`config.mk`:
```
export PLATFORM = sky130hd
export DESIGN_NAME = nfps_device_flat
export DESIGN_NICKNAME = d
export VERILOG_FILES = /design/src/verilog/nfps_pkg.sv /design/src/verilog/nfps_link.sv /design/src/verilog/nfps_device.sv /design/src/flat_wrapper.sv
export VERILOG_INCLUDE_DIRS = /design/src /design/src/verilog
export SDC_FILE = /design/constraint.sdc
export NUM_CORES = 1
export LEC_CHECK = 0
export BUFFER_PORTS_ARGS = -buffer_cell sky130_fd_sc_hd__buf_2
export CAP_MARGIN = 20
export CORE_UTILIZATION = 50
export CTS_BUF_LIST = sky130_fd_sc_hd__clkbuf_16
export CTS_CLUSTER_DIAMETER = 100
export DETAILED_ROUTE_END_ITERATION = 8
export PLACE_DENSITY = 0.63
export SETUP_SLACK_MARGIN = 0.2
export SLEW_MARGIN = 0
export SYNTH_ARGS = -nofsm -noshare
export SYNTH_HDL_FRONTEND = slang
export SYNTH_SLANG_ARGS = --single-unit
```
`constraint.sdc`:
```
create_clock -name clk -period 6 [get_ports clk]
set_input_delay 0.9 -clock clk [delete_from_list [all_inputs] [get_ports clk]]
set_output_delay 0.9 -clock clk [all_outputs]
set_load 0.02 [all_outputs]
```
`src/verilog/nfps_cfg.svh`:
```
`ifndef NFPS_CFG_SVH
`define NFPS_CFG_SVH

// serial word layout
`define NFPS_WORD_W        16
`define NFPS_ADDR_HI       15
`define NFPS_ADDR_LO       14
`define NFPS_ADDR_CTRL     2'h0
`define NFPS_ADDR_FREQ_A   2'h1
`define NFPS_ADDR_FREQ_B   2'h2
`define NFPS_ADDR_PHASE    2'h3
`define NFPS_HALF_W        14
`define NFPS_PHASE_SEL_BIT 13

// control word bit positions
`define NFPS_FULL_WIDTH_BIT 13
`define NFPS_HALF_BIT       12
`define NFPS_FREQ_BIT       11
`define NFPS_PHASE_BIT      10
`define NFPS_SOURCE_BIT     9
`define NFPS_SIGN_EN_BIT    5
`define NFPS_RSVD_HI_BIT    2
`define NFPS_MODE_BIT       1
`define NFPS_RSVD_LO_BIT    0

// datapath sizes and reset values
`define NFPS_FREQ_W        28
`define NFPS_PHASE_W       12
`define NFPS_DAC_W         10
`define NFPS_LUT_AW        4
`define NFPS_FREQ_RST      28'h0000000
`define NFPS_PHASE_RST     12'h000
`define NFPS_DAC_MID       10'h200
`define NFPS_DAC_MID_LOW   10'h1ff

`endif

```
`src/verilog/nfps_pkg.sv`:
```
package nfps_pkg;
  `include "nfps_cfg.svh"

  // pairing state of a full-width frequency load
  typedef enum logic [1:0] {
    NFPS_WAIT_LOW  = 2'b01,
    NFPS_WAIT_HIGH = 2'b10
  } nfps_pair_e;

  typedef logic [`NFPS_WORD_W-1:0] nfps_word_t;
endpackage : nfps_pkg

```
`src/verilog/nfps_link.sv`:
```
`timescale 1ns/1ps
`include "nfps_cfg.svh"
// word strobe plus the two select pins between host and synthesizer
interface nfps_link;
  logic                    word_valid;
  logic [`NFPS_WORD_W-1:0] word;
  logic                    freq_choice_pin;
  logic                    phase_choice_pin;

  modport host (
    output word_valid,
    output word,
    output freq_choice_pin,
    output phase_choice_pin
  );

  modport dev (
    input word_valid,
    input word,
    input freq_choice_pin,
    input phase_choice_pin
  );
endinterface : nfps_link

```
`src/verilog/nfps_device.sv`:
```
`timescale 1ns/1ps
// Functional notes
// - host writes reserved control bits as zero
// - mode one gives triangle, zero sine
// - host clears mode while sign output enabled
// - two 28-bit frequency, two 12-bit phase
// - output frequency follows selected tuning word
// - phase shift is offset over 4096 turns
// - selected offset added to accumulator output
// - source bit picks pins or control bits
// - frequency select zero A, one B
// - phase select zero A, one B
// - select pins sampled on master clock
// - pin change at edge: one cycle uncertainty
// - host keeps pins steady around edge
// - host drives pins defined under bits
// - source may be switched at any time
// - top bits 01/10 load frequency A/B
// - full width: low half, then high
// - half write steered by half bit
// - top bits 11 load phase register
`include "nfps_cfg.svh"
module nfps_device
  import nfps_pkg::*;
(
  input  wire logic                    clk,
  input  wire logic                    rst,
  nfps_link.dev                        link,
  output logic [`NFPS_DAC_W-1:0]       dac_word,
  output logic                         active_freq_b,
  output logic                         active_phase_b,
  output logic                         triangle_mode,
  output logic                         sign_output_enable
);

  // tuning and offset storage
  logic [`NFPS_FREQ_W-1:0]  frequency_word_a;
  logic [`NFPS_FREQ_W-1:0]  frequency_word_b;
  logic [`NFPS_PHASE_W-1:0] phase_offset_a;
  logic [`NFPS_PHASE_W-1:0] phase_offset_b;

  // control word fields
  logic                     full_width_write_bit;
  logic                     half_choice_bit;
  logic                     freq_choice_bit;
  logic                     phase_choice_bit;
  logic                     select_source_bit;
  logic                     mode_bit;

  // pairing of full-width loads
  nfps_pair_e               pair_state;
  nfps_pair_e               next_pair_state;
  logic [1:0]               pair_addr;
  logic [`NFPS_HALF_W-1:0]  pair_low;

  // sampled select pins
  logic                     freq_pin_q;
  logic                     phase_pin_q;

  // datapath
  logic [`NFPS_FREQ_W-1:0]  phase_acc;
  logic [`NFPS_PHASE_W-1:0] phase_sum;

  // quarter-wave sine magnitude, sampled mid-step
  function automatic logic [`NFPS_DAC_W-2:0] sine_lookup_table(
    input logic [`NFPS_LUT_AW-1:0] idx
  );
    logic [`NFPS_DAC_W-2:0] v;
    v = 9'h000;
    case (idx)
      4'h0:    v = 9'h019;
      4'h1:    v = 9'h04b;
      4'h2:    v = 9'h07c;
      4'h3:    v = 9'h0ac;
      4'h4:    v = 9'h0da;
      4'h5:    v = 9'h107;
      4'h6:    v = 9'h130;
      4'h7:    v = 9'h157;
      4'h8:    v = 9'h17b;
      4'h9:    v = 9'h19a;
      4'ha:    v = 9'h1b6;
      4'hb:    v = 9'h1ce;
      4'hc:    v = 9'h1e1;
      4'hd:    v = 9'h1f0;
      4'he:    v = 9'h1f9;
      4'hf:    v = 9'h1fe;
      default: v = 9'h000;
    endcase
    return v;
  endfunction : sine_lookup_table

  // word decode
  wire [1:0] w_addr      = link.word[`NFPS_ADDR_HI:`NFPS_ADDR_LO];
  wire       w_ctrl      = link.word_valid && (w_addr == `NFPS_ADDR_CTRL);
  wire       w_freq      = link.word_valid &&
                           ((w_addr == `NFPS_ADDR_FREQ_A) || (w_addr == `NFPS_ADDR_FREQ_B));
  wire       w_phase     = link.word_valid && (w_addr == `NFPS_ADDR_PHASE);
  wire       w_phase_b   = link.word[`NFPS_PHASE_SEL_BIT];
  wire [`NFPS_HALF_W-1:0]  w_half  = link.word[`NFPS_HALF_W-1:0];
  wire [`NFPS_PHASE_W-1:0] w_phval = link.word[`NFPS_PHASE_W-1:0];

  // full-width load completes on a second write to the same address
  wire pair_done  = w_freq && full_width_write_bit &&
                    (pair_state == NFPS_WAIT_HIGH) && (pair_addr == w_addr);
  wire half_write = w_freq && !full_width_write_bit;

  // new value for a frequency register from the current word
  wire [`NFPS_FREQ_W-1:0] cur_freq = (w_addr == `NFPS_ADDR_FREQ_B) ?
                                     frequency_word_b : frequency_word_a;
  wire [`NFPS_FREQ_W-1:0] pair_val = {w_half, pair_low};
  wire [`NFPS_FREQ_W-1:0] half_val = half_choice_bit ?
                                     {w_half, cur_freq[`NFPS_HALF_W-1:0]} :
                                     {cur_freq[`NFPS_FREQ_W-1:`NFPS_HALF_W], w_half};
  wire [`NFPS_FREQ_W-1:0] freq_val = pair_done ? pair_val : half_val;
  wire                    freq_wr  = pair_done || half_write;

  // selection: source bit chooses pins or control bits, switchable any cycle
  wire sel_freq_b  = select_source_bit ? freq_pin_q  : freq_choice_bit;
  wire sel_phase_b = select_source_bit ? phase_pin_q : phase_choice_bit;
  wire [`NFPS_FREQ_W-1:0]  sel_freq  = sel_freq_b  ? frequency_word_b : frequency_word_a;
  wire [`NFPS_PHASE_W-1:0] sel_phase = sel_phase_b ? phase_offset_b   : phase_offset_a;

  // waveform shaping from the offset phase
  wire [`NFPS_PHASE_W-2:0] tri_fold = phase_sum[`NFPS_PHASE_W-1] ?
                                      ~phase_sum[`NFPS_PHASE_W-2:0] :
                                      phase_sum[`NFPS_PHASE_W-2:0];
  wire [`NFPS_DAC_W-1:0]   tri_val  = tri_fold[`NFPS_PHASE_W-2:`NFPS_PHASE_W-1-`NFPS_DAC_W];
  wire [`NFPS_LUT_AW-1:0]  lut_raw  = phase_sum[`NFPS_PHASE_W-3:`NFPS_PHASE_W-2-`NFPS_LUT_AW];
  wire [`NFPS_LUT_AW-1:0]  lut_idx  = phase_sum[`NFPS_PHASE_W-2] ? ~lut_raw : lut_raw;
  wire [`NFPS_DAC_W-2:0]   lut_mag  = sine_lookup_table(lut_idx);
  wire [`NFPS_DAC_W-1:0]   sin_val  = phase_sum[`NFPS_PHASE_W-1] ?
                                      (`NFPS_DAC_MID_LOW - {1'b0, lut_mag}) :
                                      (`NFPS_DAC_MID + {1'b0, lut_mag});
  wire [`NFPS_DAC_W-1:0]   next_dac = mode_bit ? tri_val : sin_val;

  // pairing state: a foreign frequency address or a control word restarts the pair
  always_comb begin
    next_pair_state = pair_state;
    case (pair_state)
      NFPS_WAIT_LOW: begin
        if (w_freq && full_width_write_bit) begin
          next_pair_state = NFPS_WAIT_HIGH;
        end
      end
      NFPS_WAIT_HIGH: begin
        if (w_ctrl || pair_done) begin
          next_pair_state = NFPS_WAIT_LOW;
        end
      end
      default: next_pair_state = NFPS_WAIT_LOW;
    endcase
  end

  always_ff @(posedge clk) begin
    if (rst) begin
      pair_state <= NFPS_WAIT_LOW;
      pair_addr  <= `NFPS_ADDR_CTRL;
      pair_low   <= 14'h0000;
    end else begin
      pair_state <= next_pair_state;
      if (w_freq && full_width_write_bit && !pair_done) begin
        pair_addr <= w_addr;
        pair_low  <= w_half;
      end
    end
  end

  // control word; reserved bits are not stored, the host keeps them zero
  always_ff @(posedge clk) begin
    if (rst) begin
      full_width_write_bit <= 1'b0;
      half_choice_bit      <= 1'b0;
      freq_choice_bit      <= 1'b0;
      phase_choice_bit     <= 1'b0;
      select_source_bit    <= 1'b0;
      mode_bit             <= 1'b0;
      sign_output_enable   <= 1'b0;
    end else if (w_ctrl) begin
      full_width_write_bit <= link.word[`NFPS_FULL_WIDTH_BIT];
      half_choice_bit      <= link.word[`NFPS_HALF_BIT];
      freq_choice_bit      <= link.word[`NFPS_FREQ_BIT];
      phase_choice_bit     <= link.word[`NFPS_PHASE_BIT];
      select_source_bit    <= link.word[`NFPS_SOURCE_BIT];
      mode_bit             <= link.word[`NFPS_MODE_BIT];
      sign_output_enable   <= link.word[`NFPS_SIGN_EN_BIT];
    end
  end

  // frequency registers; a sweep should alternate registers to dodge partial updates
  always_ff @(posedge clk) begin
    if (rst) begin
      frequency_word_a <= `NFPS_FREQ_RST;
      frequency_word_b <= `NFPS_FREQ_RST;
    end else if (freq_wr) begin
      if (w_addr == `NFPS_ADDR_FREQ_B) begin
        frequency_word_b <= freq_val;
      end else begin
        frequency_word_a <= freq_val;
      end
    end
  end

  // phase offset registers
  always_ff @(posedge clk) begin
    if (rst) begin
      phase_offset_a <= `NFPS_PHASE_RST;
      phase_offset_b <= `NFPS_PHASE_RST;
    end else if (w_phase) begin
      if (w_phase_b) begin
        phase_offset_b <= w_phval;
      end else begin
        phase_offset_a <= w_phval;
      end
    end
  end

  // pins are taken once per master clock; a change right at that edge may
  // land one cycle early or late, which the host avoids
  always_ff @(posedge clk) begin
    if (rst) begin
      freq_pin_q  <= 1'b0;
      phase_pin_q <= 1'b0;
    end else begin
      freq_pin_q  <= link.freq_choice_pin;
      phase_pin_q <= link.phase_choice_pin;
    end
  end

  // accumulator steps by the tuning word, so f_out = f_clk * word / 2^28
  always_ff @(posedge clk) begin
    if (rst) begin
      phase_acc <= `NFPS_FREQ_RST;
      phase_sum <= `NFPS_PHASE_RST;
    end else begin
      phase_acc <= phase_acc + sel_freq;
      phase_sum <= phase_acc[`NFPS_FREQ_W-1:`NFPS_FREQ_W-`NFPS_PHASE_W] + sel_phase;
    end
  end

  // registered outputs
  always_ff @(posedge clk) begin
    if (rst) begin
      dac_word       <= `NFPS_DAC_MID;
      active_freq_b  <= 1'b0;
      active_phase_b <= 1'b0;
      triangle_mode  <= 1'b0;
    end else begin
      dac_word       <= next_dac;
      active_freq_b  <= sel_freq_b;
      active_phase_b <= sel_phase_b;
      triangle_mode  <= mode_bit;
    end
  end

endmodule : nfps_device

```
`src/flat_wrapper.sv`:
```
// flat-port wrapper written by rule: the top's interface ports become plain ports
module nfps_device_flat import nfps_pkg::*;
  (clk, rst, dac_word, active_freq_b, active_phase_b, triangle_mode, sign_output_enable, link_word_valid, link_word, link_freq_choice_pin, link_phase_choice_pin);
  nfps_link link_i ();
  input  wire logic clk;
  input  wire logic rst;
  output logic [`NFPS_DAC_W-1:0] dac_word;
  output logic active_freq_b;
  output logic active_phase_b;
  output logic triangle_mode;
  output logic sign_output_enable;
  input wire logic [$bits(link_i.word_valid)-1:0] link_word_valid;
  input wire logic [$bits(link_i.word)-1:0] link_word;
  input wire logic [$bits(link_i.freq_choice_pin)-1:0] link_freq_choice_pin;
  input wire logic [$bits(link_i.phase_choice_pin)-1:0] link_phase_choice_pin;
  assign link_i.word_valid = link_word_valid;
  assign link_i.word = link_word;
  assign link_i.freq_choice_pin = link_freq_choice_pin;
  assign link_i.phase_choice_pin = link_phase_choice_pin;
  nfps_device u_core (.clk(clk), .rst(rst), .link(link_i), .dac_word(dac_word), .active_freq_b(active_freq_b), .active_phase_b(active_phase_b), .triangle_mode(triangle_mode), .sign_output_enable(sign_output_enable));
endmodule
```
Yosys cells after proc, flatten, opt, wreduce, memory -nomap -nowiden:

Memory sizes are Yosys's and may differ from the RTL's.
Cells that the tools add are included.

* flip-flop bits (word level): 160
* memory bits (read-only): 144
* input bits: 21
* output and inout port bits: 14
* logic and storage cells: 72
* memories: 1

Memories
* (name not given): words 16, bits a word 9, rd ports 1, clocked after memory_dff 0, wr ports 0, line nfps_device.sv:70 `case (idx)`

* add/subtract/negate cells: 4
* eq/ne operators: 8
* muxes and demuxes: 14
* bitwise gates (word level): 4
* reduce and logical (&&, ||, !) cells: 19

Operators with widths (number)
* 28-bit 2-to-1 mux: 4
* 28-bit adder: 1
* 10-bit 2-to-1 mux: 2
* 12-bit adder: 1
* 12-bit 2-to-1 mux: 1
* 11-bit 2-to-1 mux: 1
* 11-bit NOT: 1
* 10-bit by 9-bit adder with 10-bit output, first input constant: 1
* 2-bit AND reduction: 5
* 9-bit by 9-bit subtractor with 10-bit output, first input constant: 1
* 1-bit logical AND: 8
* 2-bit == test, second input constant: 3
* 2-bit by 1-bit == test with 1-bit output, second input constant: 2
* 2-bit 2-to-1 mux: 2
* 4-bit 2-to-1 mux: 1
* 4-bit NOT: 1
* 2-bit case mux with 2 select lines: 1
* 1-bit logical OR: 3
* 2-bit == test: 1
* 1-bit zero test: 2
* 2-bit zero test: 1
* 1-bit 2-to-1 mux: 2
* 2-bit by 1-bit inequality test with 1-bit output, second input constant: 1
* 2-bit inequality test, second input constant: 1
* 1-bit NOT: 2

Logic depth before layout (Yosys ltp):

Gate-level depths: netlist of the first run.

* depth after elaboration: 9
* gate-level depth with buffers: 14

Worst setup path after synthesis of the first run:

OpenSTA, ideal clock, no wires.

* path kind: register to register
* from: reg u_core.select_source_bit
* to: reg u_core.phase_acc[19]
* setup time: 0.134 ns
* arrival: 3.754 ns
* required time: 5.866 ns
* path slack: 2.111 ns
* stages on the path, launching flop included: 13
* clock period less this slack: 3.889 ns
* path through: dfxtp_1 -> mux2i_1 -> clkbuf_1 -> buf_1 -> mux2_2 -> ha_1 -> and3_1 -> a221oi_2 -> o21a_4 -> o21ai_4 -> a21oi_2 -> mux2_1 -> or4_1

* word-level cells in the longest chain between the ends: 3

Ends and longest elaborated chain
* start, declared: line nfps_device.sv:47 `logic select_source_bit;`
* start signal, assigned: line nfps_device.sv:183 `` select_source_bit <= link.word[`NFPS_SOURCE_BIT]; ``
* 1-bit 2-to-1 mux: line nfps_device.sv:118 `wire sel_freq_b = select_source_bit ? freq_pin_q : freq_choice_bit;`
* 28-bit 2-to-1 mux: line nfps_device.sv:120 `` wire [`NFPS_FREQ_W-1:0] sel_freq = sel_freq_b ? frequency_word_b : frequency_word_a; ``
* 28-bit adder: line nfps_device.sv:235 `phase_acc <= phase_acc + sel_freq;`
* end signal, assigned: line nfps_device.sv:232 `` phase_acc <= `NFPS_FREQ_RST; ``
* end signal, assigned: line nfps_device.sv:235
* end, declared: line nfps_device.sv:61 `` logic [`NFPS_FREQ_W-1:0] phase_acc; ``

Every way passes these cells.
A chain may end at the register's enable or synchronous reset.

Worst setup path after layout of the first run:

Same ends and word-level chain as after synthesis.

==> out/qor.yml, run 1 <==
hpwlAfterDp_um: 14900
synth.cell_area_sq_um: 8840
globalRouteTotalUtil_pct: 25.1
setup_viol: 0
leakagePower_nw: 3.83
cp_max_fo: 16
yosysWarnings: 0
hold_wc_path_type: "reg -> reg"
antenna-diode-count: 0
drt_pre_antenna_iters: 5
maxSlewViolCount: 0
fmax_mhz: 264
outcome: "completed"
critPathArrivalTime_ns: 4.09
yosys_register_bits: 159
clock_tree.htree_level_count: 4
floorplan.initialDensity_pct: 51.1
ys.flop_type: "sky130_fd_sc_hd__dfxtp_1"
remaining_drc_errors: 0
syn-num-nets: 1162
post_route_cells_drive_above_1_share_pct: 11.6
num_vias: 7462
fin_nets: 1154
clock-sinks: 159
power.total_mw: 2.58
dieArea_sq_um: 18200
clock-skew-final_ns: 0.0109
seq_area_frac_synth_pct: 36.0
grt_max_degree: 95
io_buffers: 34
cts_made_buffers: 17
tritoncts: "done"
via_per_inst: 5.64
cts.repair.resized: 0
mostFrequentLayoutCell: "sky130_fd_sc_hd__nand2_1"
clock_input_transition_at_the_sequential_cells_of_the_worst_setup_and_hold_paths_ns: 0.07
multiInputGateArea_sq_um: 5310
cell_internal_pwr_mw: 1.86
fp.dieH_um: 135
io-pin-count: 35
antenna_violating_nets_post_route: 0
post-cts-setup-buffers: 0
grt_antenna_before_repair: 0
gr-total-overflow: 0
synthCells: 1092
fp.coreArea_sq_um: 17300
holdBufCountCts: 0
max_cap_viol_count: 0
unrepaired_setup_endpoints_after_global_routing: "no"
timing.critical_path.from_type: "flop"
fp-row-count: 48
first_global_vias: 6797
layout_common_cells: "184 x sky130_fd_sc_hd__nand2_1, 159 x sky130_fd_sc_hd__dfxtp_1, 144 x sky130_fd_sc_hd__a21oi_1"
number_of_enable_flip_flop_cells_after_synthesis: 0
crit_path_end_kind: "flop"
first_pass_grt_wire_length_um: 35600
worst_skew_pair.late_latency_ns: 0.42
setup_total_negative_slack_ns: 0
finalWorstPathRequiredPeriod_ns: 3.79
timing.slew.headroom_pct: 30.0
worst-slew-pin-transition_ns: 1.05
fin_crit_sh_pct: 63.1
die_x_um: 135
detailedRoute.firstIterationViolations: 534
area_delta_synth_final_pct: 9.30
synthDistinctLibCells: 68
route.detailed.wl_per_inst_um: 16.6
synthArstFlopShare_pct: 0
num-fill-cells: 1632
required_ns: 6.30
worst-setup-path-type: "reg -> reg"
power.density_nw_per_um2: 266
routabilityCongestion: 0.857
peakVddDrop_mv: 0.224
finalHoldViolations: 0
synth_area_per_cell_sq_um: 8.10
switching_fraction_of_total_power_pct: 27.7
ctsLongestPathBuffers: 2
clk_root_buffer_cell: "sky130_fd_sc_hd__clkbuf_16"
finalWirelength_um: 21900
clock_power_share_pct: 41.2
power.combinational.fraction_pct: 13.8
total_switching_power_uw: 713
sequentialPowerShare_pct: 45.0
seq_area_sq_um: 3180
[power groups by stage]
stage	clock network, mW	registers (mW)	logic, mW
after floorplan	0	1.17	0.263
after global placement	0	1.18	0.353
after detailed placement	0	1.18	0.355
after CTS	1.07	1.16	0.357
after global routing	1.12	1.17	0.398
final	1.06	1.16	0.356
[metrics by stage]
stage	std cells	area (sq um)	util [%]	worst slack (ns)	hold slack [ns]
after floorplan	1092	8840	-	2.11	0.433
after global placement	1290	9090	52.6	2.21	0.440
after detailed placement	1290	9090	52.6	2.18	0.447
after CTS	1322	9670	55.9	2.17	0.455
after global routing	1322	9670	55.9	2.01	0.479
final	1322	9670	55.9	2.21	0.454
[worst max-delay path, cell delays in order, from the launching register on]
cell and delay, ns:
sky130_fd_sc_hd__dfxtp_1 0.43, sky130_fd_sc_hd__mux2i_4 0.62, sky130_fd_sc_hd__mux2_2 0.43, sky130_fd_sc_hd__ha_1 0.33
sky130_fd_sc_hd__a21o_1 0.21, sky130_fd_sc_hd__a221oi_2 0.39, sky130_fd_sc_hd__o21a_4 0.19, sky130_fd_sc_hd__o21ai_4 0.08
sky130_fd_sc_hd__a21oi_2 0.15, sky130_fd_sc_hd__mux2_1 0.32, sky130_fd_sc_hd__or4_1 0.51
[Yosys cell counts, types with 20 or more instances]
library cell / count / area (sq um)
sky130_fd_sc_hd__nand2_1: 184 / 691
sky130_fd_sc_hd__dfxtp_1: 159 / 3180
sky130_fd_sc_hd__a21oi_1: 144 / 721
sky130_fd_sc_hd__nor2_1: 116 / 435
sky130_fd_sc_hd__a211oi_1: 50 / 375
sky130_fd_sc_hd__clkbuf_1: 48 / 180
sky130_fd_sc_hd__ha_1: 47 / 588
sky130_fd_sc_hd__mux2i_1: 40 / 400
sky130_fd_sc_hd__mux2_2: 39 / 439
sky130_fd_sc_hd__inv_1: 24 / 90.1
sky130_fd_sc_hd__xor2_1: 23 / 201
sky130_fd_sc_hd__xnor2_1: 20 / 175
[logic make-up after synthesis]
kind of cell	count (synthesis)	share of synthesized area, %
buf+inv	93	4.17
compound gates	281	19.7
flops	159	36.0
mux	80	9.62
fa+ha+maj	49	7.10
xor+xnor	43	4.26
simple gates	387	19.1
[layer usage]
layer	GRT usage [%]	part of all wire, %	wire length, um	vias up
met5	0	0	0	-
met4	6.87	1.2	270	0
met3	3.49	4.8	1050	18
met2	38.6	44	9680	176
met1	36.4	50	10900	3470
li1	-	-	-	3798
[registers in the layout, indices dropped and copies added (netlist names), 2 cells and up]
register	count
u_core.frequency_word_a	28
u_core.dac_word	10
u_core.pair_state	2
u_core.phase_offset_b	12
u_core.phase_sum	11
u_core.phase_acc	28
u_core.phase_offset_a	12
u_core.pair_addr	2
u_core.pair_low	14
u_core.frequency_word_b	28
[area by class of cell]
class / count / area share, %
timing repair buffer: 41 / 2.33
tap: 225 / 2.91
sequential: 159 / 32.9
inverter: 25 / 0.971
clock inverter: 15 / 1.53
multi-input combinational: 840 / 54.9
clock buffer: 17 / 4.40
[final timing paths]
| kind | startpoint | endpoint | slack (ns) | depth (start not counted) |
|---|---|---|---|---|
| hold / removal | u_core.phase_offset_a[7]$_SDFFE_PP0P_ | u_core.phase_offset_a[7]$_SDFFE_PP0P_ | 0.45 | 2 |
| setup / recovery | u_core.select_source_bit$_SDFFE_PP0P_ | u_core.phase_acc[19]$_SDFF_PP0_ | 2.21 | 10 |
| setup reg to reg | u_core.select_source_bit$_SDFFE_PP0P_ | u_core.phase_acc[19]$_SDFF_PP0_ | 2.21 | 10 |
| hold reg to reg | u_core.phase_offset_a[7]$_SDFFE_PP0P_ | u_core.phase_offset_a[7]$_SDFFE_PP0P_ | 0.45 | 2 |
(Power assumes the default switching activity.)
==> inputs of run 2 (changes only) <==
ABC_AREA = 1   (was not set)
clock period = 3.6 ns   (was 6 ns; I/O delays follow)
==> run 2 against run 1 <==
Net effect:
- maximum frequency increased by 34%
- clock-buffer cell count is the same
- sequential share of layout area decreased by 2.9 points
- synthesized cell count up 45%
- cell count increased by 41%
- clock power grew 74%
- area after synthesis rose by 9.5%
- critical path depth did not move
- routed wire length up 21%
- via count increased by 25%
- worst setup slack got worse by 1.4 ns
- highest routed layer unchanged
==> out/qor.yml, run 2 <==
clock_tree.htree_level_count: 4  # unchanged
clock-skew-final_ns: 0.0192  # +0.00830 ns
synthesized_area_fraction_occupied_by_ao_oa_aoi_and_oai_cells_pct: 17.9  # -1.8 points
post_route_cells_drive_above_1_share_pct: 6.32  # -5.3 points
unrepaired_setup_endpoints_after_global_routing: "no"
cell_internal_pwr_mw: 3.29  # +77%
largest_registers_in_the_final_layout: "u_core.frequency_word_a x28, u_core.frequency_word_b x28, u_core.phase_acc x28"
grt_antenna_before_repair: 0  # unchanged
layout_common_cells: "434 x sky130_fd_sc_hd__nand2_1, 232 x sky130_fd_sc_hd__nor2_1, 223 x sky130_fd_sc_hd__inv_1"
maxSlewViolCount: 0  # unchanged
area_delta_synth_final_pct: 9.64
clock_power_share_pct: 37.0  # -4.2 points
synthDistinctLibCells: 37  # -46%
hold_wc_path_type: "in -> reg"
sequentialPowerShare_pct: 40.3  # -4.7 points
power.density_nw_per_um2: 469  # +76%
detailed_place.area_sq_um: 10000  # +10%
routabilityCongestion: 0.930  # +8.5%
synthCells: 1582  # +45%
setup_total_negative_slack_ns: 0  # unchanged
power.combinational.fraction_pct: 22.7  # +8.9 points
peakVddDrop_mv: 0.384  # +72%
synth_top_family_by_area: "simple AND/OR/NAND/NOR gates"
total_switching_power_mw: 1.69  # +140%
fp-row-count: 50  # +4.2%
detailedRoute.firstIterationViolations: 722  # +35%
syn-num-nets: 1652  # +42%
finalWorstPathRequiredPeriod_ns: 2.82  # -0.966 ns
globalRouteTotalUtil_pct: 27.8  # +2.7 points
fmax_mhz: 355  # +34%
synthArstFlopShare_pct: 0  # unchanged
hold_ws_ns: 0.301  # -0.153 ns
floorplan.initialDensity_pct: 51.4  # +0.30 points
worst-setup-path-type: "reg -> reg"
stdcell_area_sq_um: 10600  # +9.9%
clk_root_buffer_cell: "sky130_fd_sc_hd__clkbuf_16"
holdBufCountCts: 0  # unchanged
required_ns: 3.92  # -2.38 ns
clock_input_transition_at_the_sequential_cells_of_the_worst_setup_and_hold_paths_ns: 0.07  # about the same
pre_cts_ws_ns: 0.800  # -1.38 ns
max_cap_viol_count: 0  # unchanged
cts.repair.resized: 0  # unchanged
post-cts-setup-buffers: 0  # unchanged
mostFrequentLayoutCell: "sky130_fd_sc_hd__nand2_1"
synthXorXnorAreaFrac_pct: 0.827  # -3.4 points
grt_max_degree: 59  # -38%
num_vias: 9351  # +25%
ctsLongestPathBuffers: 2  # unchanged
worst_skew_pair.late_latency_ns: 0.44  # +0.02 ns
fin_crit_sh_pct: 78.3  # +15 points
yosys.area.top_type: "sky130_fd_sc_hd__dfxtp_1"
seq_area_frac_synth_pct: 32.9  # -3.1 points
fp.dieH_um: 141  # +4.6%
timing.critical_path.from_type: "flop"
critPathArrivalTime_ns: 3.14  # -0.95 ns
via_per_inst: 5.03  # -11%
dieArea_sq_um: 19900  # +9.4%
finalWorstSetupSlack_ns: 0.780  # -1.43 ns
number_of_enable_flip_flop_cells_after_synthesis: 0  # unchanged
synth_area_per_cell_sq_um: 6.12  # -24%
gr-total-overflow: 0  # unchanged
seq_area_sq_um: 3180  # about the same
tritoncts: "done"
synth_simple_gate_area_share_pct: 29.8  # +11 points
setup_viol: 0  # unchanged
num-fill-cells: 1896  # +16%
route.detailed.wl_per_inst_um: 14.3  # -14%
die_x_um: 141  # +4.6%
hpwlAfterDp_um: 19600  # +32%
synth.cell_area_sq_um: 9680  # +9.5%
yosysWarnings: 0  # unchanged
synth.top_cells.by_area: "sky130_fd_sc_hd__dfxtp_1 33%, sky130_fd_sc_hd__nand2_1 17%, sky130_fd_sc_hd__nor2_1 9.0%, sky130_fd_sc_hd__inv_1 8.6%, sky130_fd_sc_hd__o21ai_0 8.6%"
io_buffers: 34  # unchanged
ys.flop_type: "sky130_fd_sc_hd__dfxtp_1"
clock-sinks: 159  # unchanged
yosysMostFrequentCell: "sky130_fd_sc_hd__nand2_1"
yosys_register_bits: 159  # unchanged
switching_fraction_of_total_power_pct: 34.0  # +6.3 points
antenna-diode-count: 0  # unchanged
fin_nets: 1655  # +43%
first_pass_grt_wire_length_um: 43000  # +21%
timing.slew.headroom_pct: 36.3  # +6.2 points
synth.area.mux_share_pct: 0  # -9.6 points
first_global_vias: 8329  # +23%
cts_made_buffers: 17  # unchanged
outcome: "completed"
antenna_violating_nets_post_route: 0  # unchanged
io-pin-count: 35  # unchanged
finalWirelength_um: 26600  # +21%
leakagePower_nw: 5.26  # +37%
crit_path_end_kind: "flop"
worst-slew-pin-transition_ns: 0.956  # -0.0937 ns
fp.coreArea_sq_um: 18800  # +8.9%
synth_commonest_cells: "436 x sky130_fd_sc_hd__nand2_1, 232 x sky130_fd_sc_hd__nor2_1, 223 x sky130_fd_sc_hd__inv_1, 167 x sky130_fd_sc_hd__o21ai_0, 159 x sky130_fd_sc_hd__dfxtp_1"
drt_pre_antenna_iters: 5  # unchanged
remaining_drc_errors: 0  # unchanged
yosys.area.top_type_share_pct: 32.9  # -3.1 points
finalHoldViolations: 0  # unchanged
cp_max_fo: 23  # +7
multiInputGateArea_sq_um: 5330  # +0.45%
yosys.area_share.adder_pct: 6.49  # -0.62 points
[run 2: cell count changes in the layout (fill, tap and decap cells not counted), sizes merged, moves of 16 or more]
| cell | delta |
|---|---|
| xor2 | -20 |
| nand2 | +253 |
| nor2 | +116 |
| inv | +208 |
| mux2 | -40 |
| o21ai | +170 |
| nand3 | +43 |
| xnor2 | -16 |
| a211oi | -49 |
| mux2i | -40 |
[run 2: area by class of cell]
cell class / count / area share, %
timing repair buffer: 49 / 3.02
inverter: 228 / 8.08
multi-input combinational: 1130 / 50.2
clock inverter: 15 / 1.61
clock buffer: 17 / 4.01
sequential: 159 / 30.0
tap: 260 / 3.06
[run 2: per-stage QoR]
step / power (mW) / util [%] / cells
floorplan: 2.86 / - / 1582
global placement: 3.17 / 53.2 / 1826
detailed placement: 3.17 / 53.2 / 1826
CTS: 5.01 / 56.4 / 1858
global route: 5.26 / 56.4 / 1858
finish: 4.98 / 56.4 / 1858
[run 2: power groups by stage]
stage	Combinational, mW	Clock [mW]	Sequential, mW
after global placement	1.12	0	2.05
after global routing	1.29	1.94	2.03
after detailed placement	1.12	0	2.05
final	1.13	1.84	2.01
after CTS	1.13	1.87	2.01
after floorplan	0.803	0	2.06
[run 2: cells by family after synthesis]
| kind of cell | after synthesis |
|---|---|
| and+or+nand+nor | 736 |
| AOI/OAI and AO/OA | 338 |
| buffers and inverters | 293 |
| DFF | 159 |
| adders and majority gates | 49 |
| xor gates and xnor gates | 7 |
[run 2: metal layers]
layer | part of all wire, % | global-route usage [%]
met5 | 0 | 0
met3 | 5.1 | 5.40
met4 | 1.8 | 7.09
met2 | 46 | 46.8
met1 | 47 | 36.3
[run 2: path summary, 6_finish.rpt]
path                                                             from                              end  slack, ns  cells past startpoint
worst max register to register  u_core.select_source_bit$_SDFFE_PP0P_   u_core.phase_sum[6]$_SDFF_PP0_       0.78                     10
worst min-delay path                             link_freq_choice_pin     u_core.freq_pin_q$_SDFF_PP0_       0.30                      3
worst max-delay path            u_core.select_source_bit$_SDFFE_PP0P_   u_core.phase_sum[6]$_SDFF_PP0_       0.78                     10
worst min register to register        u_core.pair_low[6]$_SDFFE_PP0P_  u_core.pair_low[6]$_SDFFE_PP0P_       0.45                      2
[run 2: worst max-delay path: stages (launching register included)]
cell and delay, ns:
sky130_fd_sc_hd__dfxtp_1 0.35, sky130_fd_sc_hd__inv_1 0.07, sky130_fd_sc_hd__nand2_1 0.09, sky130_fd_sc_hd__nand2_1 0.41
sky130_fd_sc_hd__o21ai_0 0.51, sky130_fd_sc_hd__inv_1 0.12, sky130_fd_sc_hd__fa_1 0.45, sky130_fd_sc_hd__o21ai_0 0.34
sky130_fd_sc_hd__a21oi_1 0.14, sky130_fd_sc_hd__o21ai_0 0.17, sky130_fd_sc_hd__a21oi_1 0.06
==> inputs of run 3 (changes only) <==
PLACE_DENSITY = 0.65   (was 0.63)
clock period = 2.4 ns   (was 3.6 ns; I/O delays follow)
==> run 3 against run 2 <==
Net effect:
- the flow now finishes with violations (negative setup slack)
- global-route usage grew 1.8 points
- total power grew 65%
- utilization is 11 points higher
- design area is 20% higher
- cell count up 4.4%
- critical endpoint is now u_core.phase_acc[22]$_SDFF_PP0_
- largest cell class unchanged
- highest routed layer unchanged
==> out/qor.yml, run 3 (synthesized netlist as in run 2, its figures left out) <==
outcome: "finished, violations left"
violations: "negative setup slack"
fp-row-count: 50  # unchanged
tritoncts: "done"
largest_registers_in_the_final_layout: "u_core.frequency_word_a x28, u_core.frequency_word_b x28, u_core.phase_acc x28"
fin_crit_sh_pct: 103  # +25 points
finalWorstPathRequiredPeriod_ns: 2.47  # -0.350 ns
finalWorstSetupSlack_ns: -0.0704  # -0.850 ns
cp_slowest_cell: "sky130_fd_sc_hd__fa_2"
drt_pre_antenna_iters: 5  # unchanged
timing.critical_path.from_type: "flop"
clock-sinks: 159  # unchanged
placed_cells: 1873  # +2.6%
via_per_inst: 5.16  # +2.5%
clock_tree.htree_level_count: 4  # unchanged
detailedRoute.firstIterationViolations: 715  # -0.97%
first_global_vias: 9107  # +9.3%
critical_path_cell_sequence: "inv_2 > nand2_4 > nand2_8 > buf_12 > buf_6 > o21ai_2 > ha_2 > inv_2 > fa_2 > inv_2 > nand3_2 > nand3_4 > nand2_1 > nand2_1 > nand2_1 > nand3_2 > nand2_1 > nand2_1 > nor2_1"
fmax_mhz: 405  # +14%
layout_common_cells: "383 x sky130_fd_sc_hd__nand2_1, 214 x sky130_fd_sc_hd__inv_1, 203 x sky130_fd_sc_hd__nor2_1"
max_cap_viol_count: 0  # unchanged
floorplan.initialDensity_pct: 51.4  # unchanged
hold_wc_path_type: "in -> reg"
crit_family: "simple AND/OR/NAND/NOR gates"
worst-slew-pin-transition_ns: 0.676  # -0.281 ns
most_prevalent_standard_cell_on_the_critical_path: "sky130_fd_sc_hd__nand2_1"
finalHoldViolations: 0  # unchanged
antenna-diode-count: 0  # unchanged
fin_nets: 1736  # +4.9%
critPathArrivalTime_ns: 2.79  # -0.35 ns
peakVddDrop_mv: 0.524  # +36%
num_vias: 9998  # +6.9%
gr-total-overflow: 0  # unchanged
timing.critical_path.slowest_cell_delay_ns: 0.37  # -0.14 ns
routabilityCongestion: 0.922  # -0.84%
power.combinational.fraction_pct: 29.2  # +6.5 points
io_buffers: 34  # unchanged
hold_ws_ns: 0.127  # -0.174 ns
crit_path_end_kind: "flop"
globalRouteTotalUtil_pct: 29.6  # +1.8 points
required_ns: 2.72  # -1.20 ns
unrepaired_setup_endpoints_after_global_routing: "yes"
timing.slew.headroom_pct: 54.9  # +19 points
hpwlAfterDp_um: 20100  # +2.2%
first_pass_grt_wire_length_um: 46000  # +6.8%
fp.coreArea_sq_um: 18800  # unchanged
ctsLongestPathBuffers: 2  # unchanged
antenna_violating_nets_post_route: 0  # unchanged
switching_fraction_of_total_power_pct: 34.7  # +0.75 points
total_switching_power_mw: 2.86  # +69%
die_x_um: 141  # unchanged
setup_viol: 7  # +7
finalWirelength_um: 29400  # +11%
sequentialPowerShare_pct: 37.1  # -3.2 points
crit_buf_inv: 5  # +3
mostFrequentLayoutCell: "sky130_fd_sc_hd__nand2_1"
cell_internal_pwr_mw: 5.38  # +63%
power.density_nw_per_um2: 648  # +38%
clock-skew-final_ns: 0.0108  # -0.00840 ns
stdcell_count: 1939  # +4.4%
clock_power_share_pct: 33.7  # -3.3 points
remaining_drc_errors: 0  # unchanged
route.detailed.wl_per_inst_um: 15.2  # +6.0%
holdBufCountCts: 0  # unchanged
cp_max_fo: 6  # -74%
fp.dieH_um: 141  # unchanged
worst-setup-path-type: "reg -> reg"
grt_antenna_before_repair: 0  # unchanged
leakagePower_nw: 6.04  # +15%
dieArea_sq_um: 19900  # unchanged
post_route_cells_drive_above_1_share_pct: 22.8  # +16 points
grt_max_degree: 63  # +6.8%
clk_root_buffer_cell: "sky130_fd_sc_hd__clkbuf_16"
worst_skew_pair.late_latency_ns: 0.43  # about the same
maxSlewViolCount: 0  # unchanged
io-pin-count: 35  # unchanged
clock_input_transition_at_the_sequential_cells_of_the_worst_setup_and_hold_paths_ns: 0.07  # about the same
cts_made_buffers: 17  # unchanged
area_delta_synth_final_pct: 31.3
## run 3: per-stage QoR
stage	TNS (ns)	setup WS (ns)	power (mW)	utilization, %	cell area (sq um)
after CTS	0	0.00120	7.96	63.1	11900
after global routing	-1.87	-0.196	8.65	67.5	12700
after floorplan	0	0.201	4.30	-	9730
after global placement	-2.14	-0.272	4.87	55.6	10500
final	-0.179	-0.0704	8.24	67.5	12700
after detailed placement	-2.01	-0.228	4.89	55.6	10500
## run 3: what timing repair did
| action | in CTS | in global routing |
|---|---|---|
| gates cloned | 1 | 2 |
| buffers inserted | 19 | 12 |
| endpoints found under the setup margin | 33 | 34 |
| gates resized for setup | 148 | 160 |
| pin swaps | 22 | 51 |
| hold endpoints to repair | 0 | 0 |
## run 3: final cells by class
| type | count | area, sq um |
|---|---|---|
| Multi-Input combinational cell | 1130 | 6600 |
| Fill cell | 1646 | 6120 |
| Sequential cell | 159 | 3190 |
| Timing Repair Buffer | 130 | 1140 |
| Inverter | 228 | 861 |
| Clock buffer | 17 | 425 |
| Tap cell | 260 | 325 |
| Clock inverter | 15 | 176 |
## run 3: path summary, 6_finish.rpt
check             slack [ns]  cells after the start                          endpoint                                  start
setup / recovery       -0.07                     19   u_core.phase_acc[22]$_SDFF_PP0_  u_core.select_source_bit$_SDFFE_PP0P_
hold / removal          0.13                      3     u_core.phase_pin_q$_SDFF_PP0_                  link_phase_choice_pin
setup reg to reg       -0.07                     19   u_core.phase_acc[22]$_SDFF_PP0_  u_core.select_source_bit$_SDFFE_PP0P_
hold reg to reg         0.46                      2  u_core.pair_low[10]$_SDFFE_PP0P_       u_core.pair_low[10]$_SDFFE_PP0P_
## run 3: routing by layer
metal / share of wire [%] / global-route usage [%] / vias to the layer above / routed length [um]
met3: 4.6 / 5.57 / 41 / 1360
met4: 2.4 / 9.15 / 0 / 702
met2: 48 / 49.3 / 234 / 14100
met1: 45 / 38.6 / 4595 / 13200
li1: - / - / 5128 / -
met5: 0 / 0 / - / 0
## run 3: tightest hold or removal path, stage by stage
cell	delay [ns]
sky130_fd_sc_hd__buf_2	0.07
sky130_fd_sc_hd__inv_1	0.03
sky130_fd_sc_hd__nor2_1	0.06
## run 3: power groups by stage
stage                     clock [mW]  sequential (mW)  combinational [mW]
after floorplan                    0             3.08                1.21
after global placement             0             3.07                1.80
after detailed placement           0             3.07                1.81
after CTS                       2.81             3.04                2.10
after global routing            2.93             3.08                2.65
final                           2.77             3.05                2.41
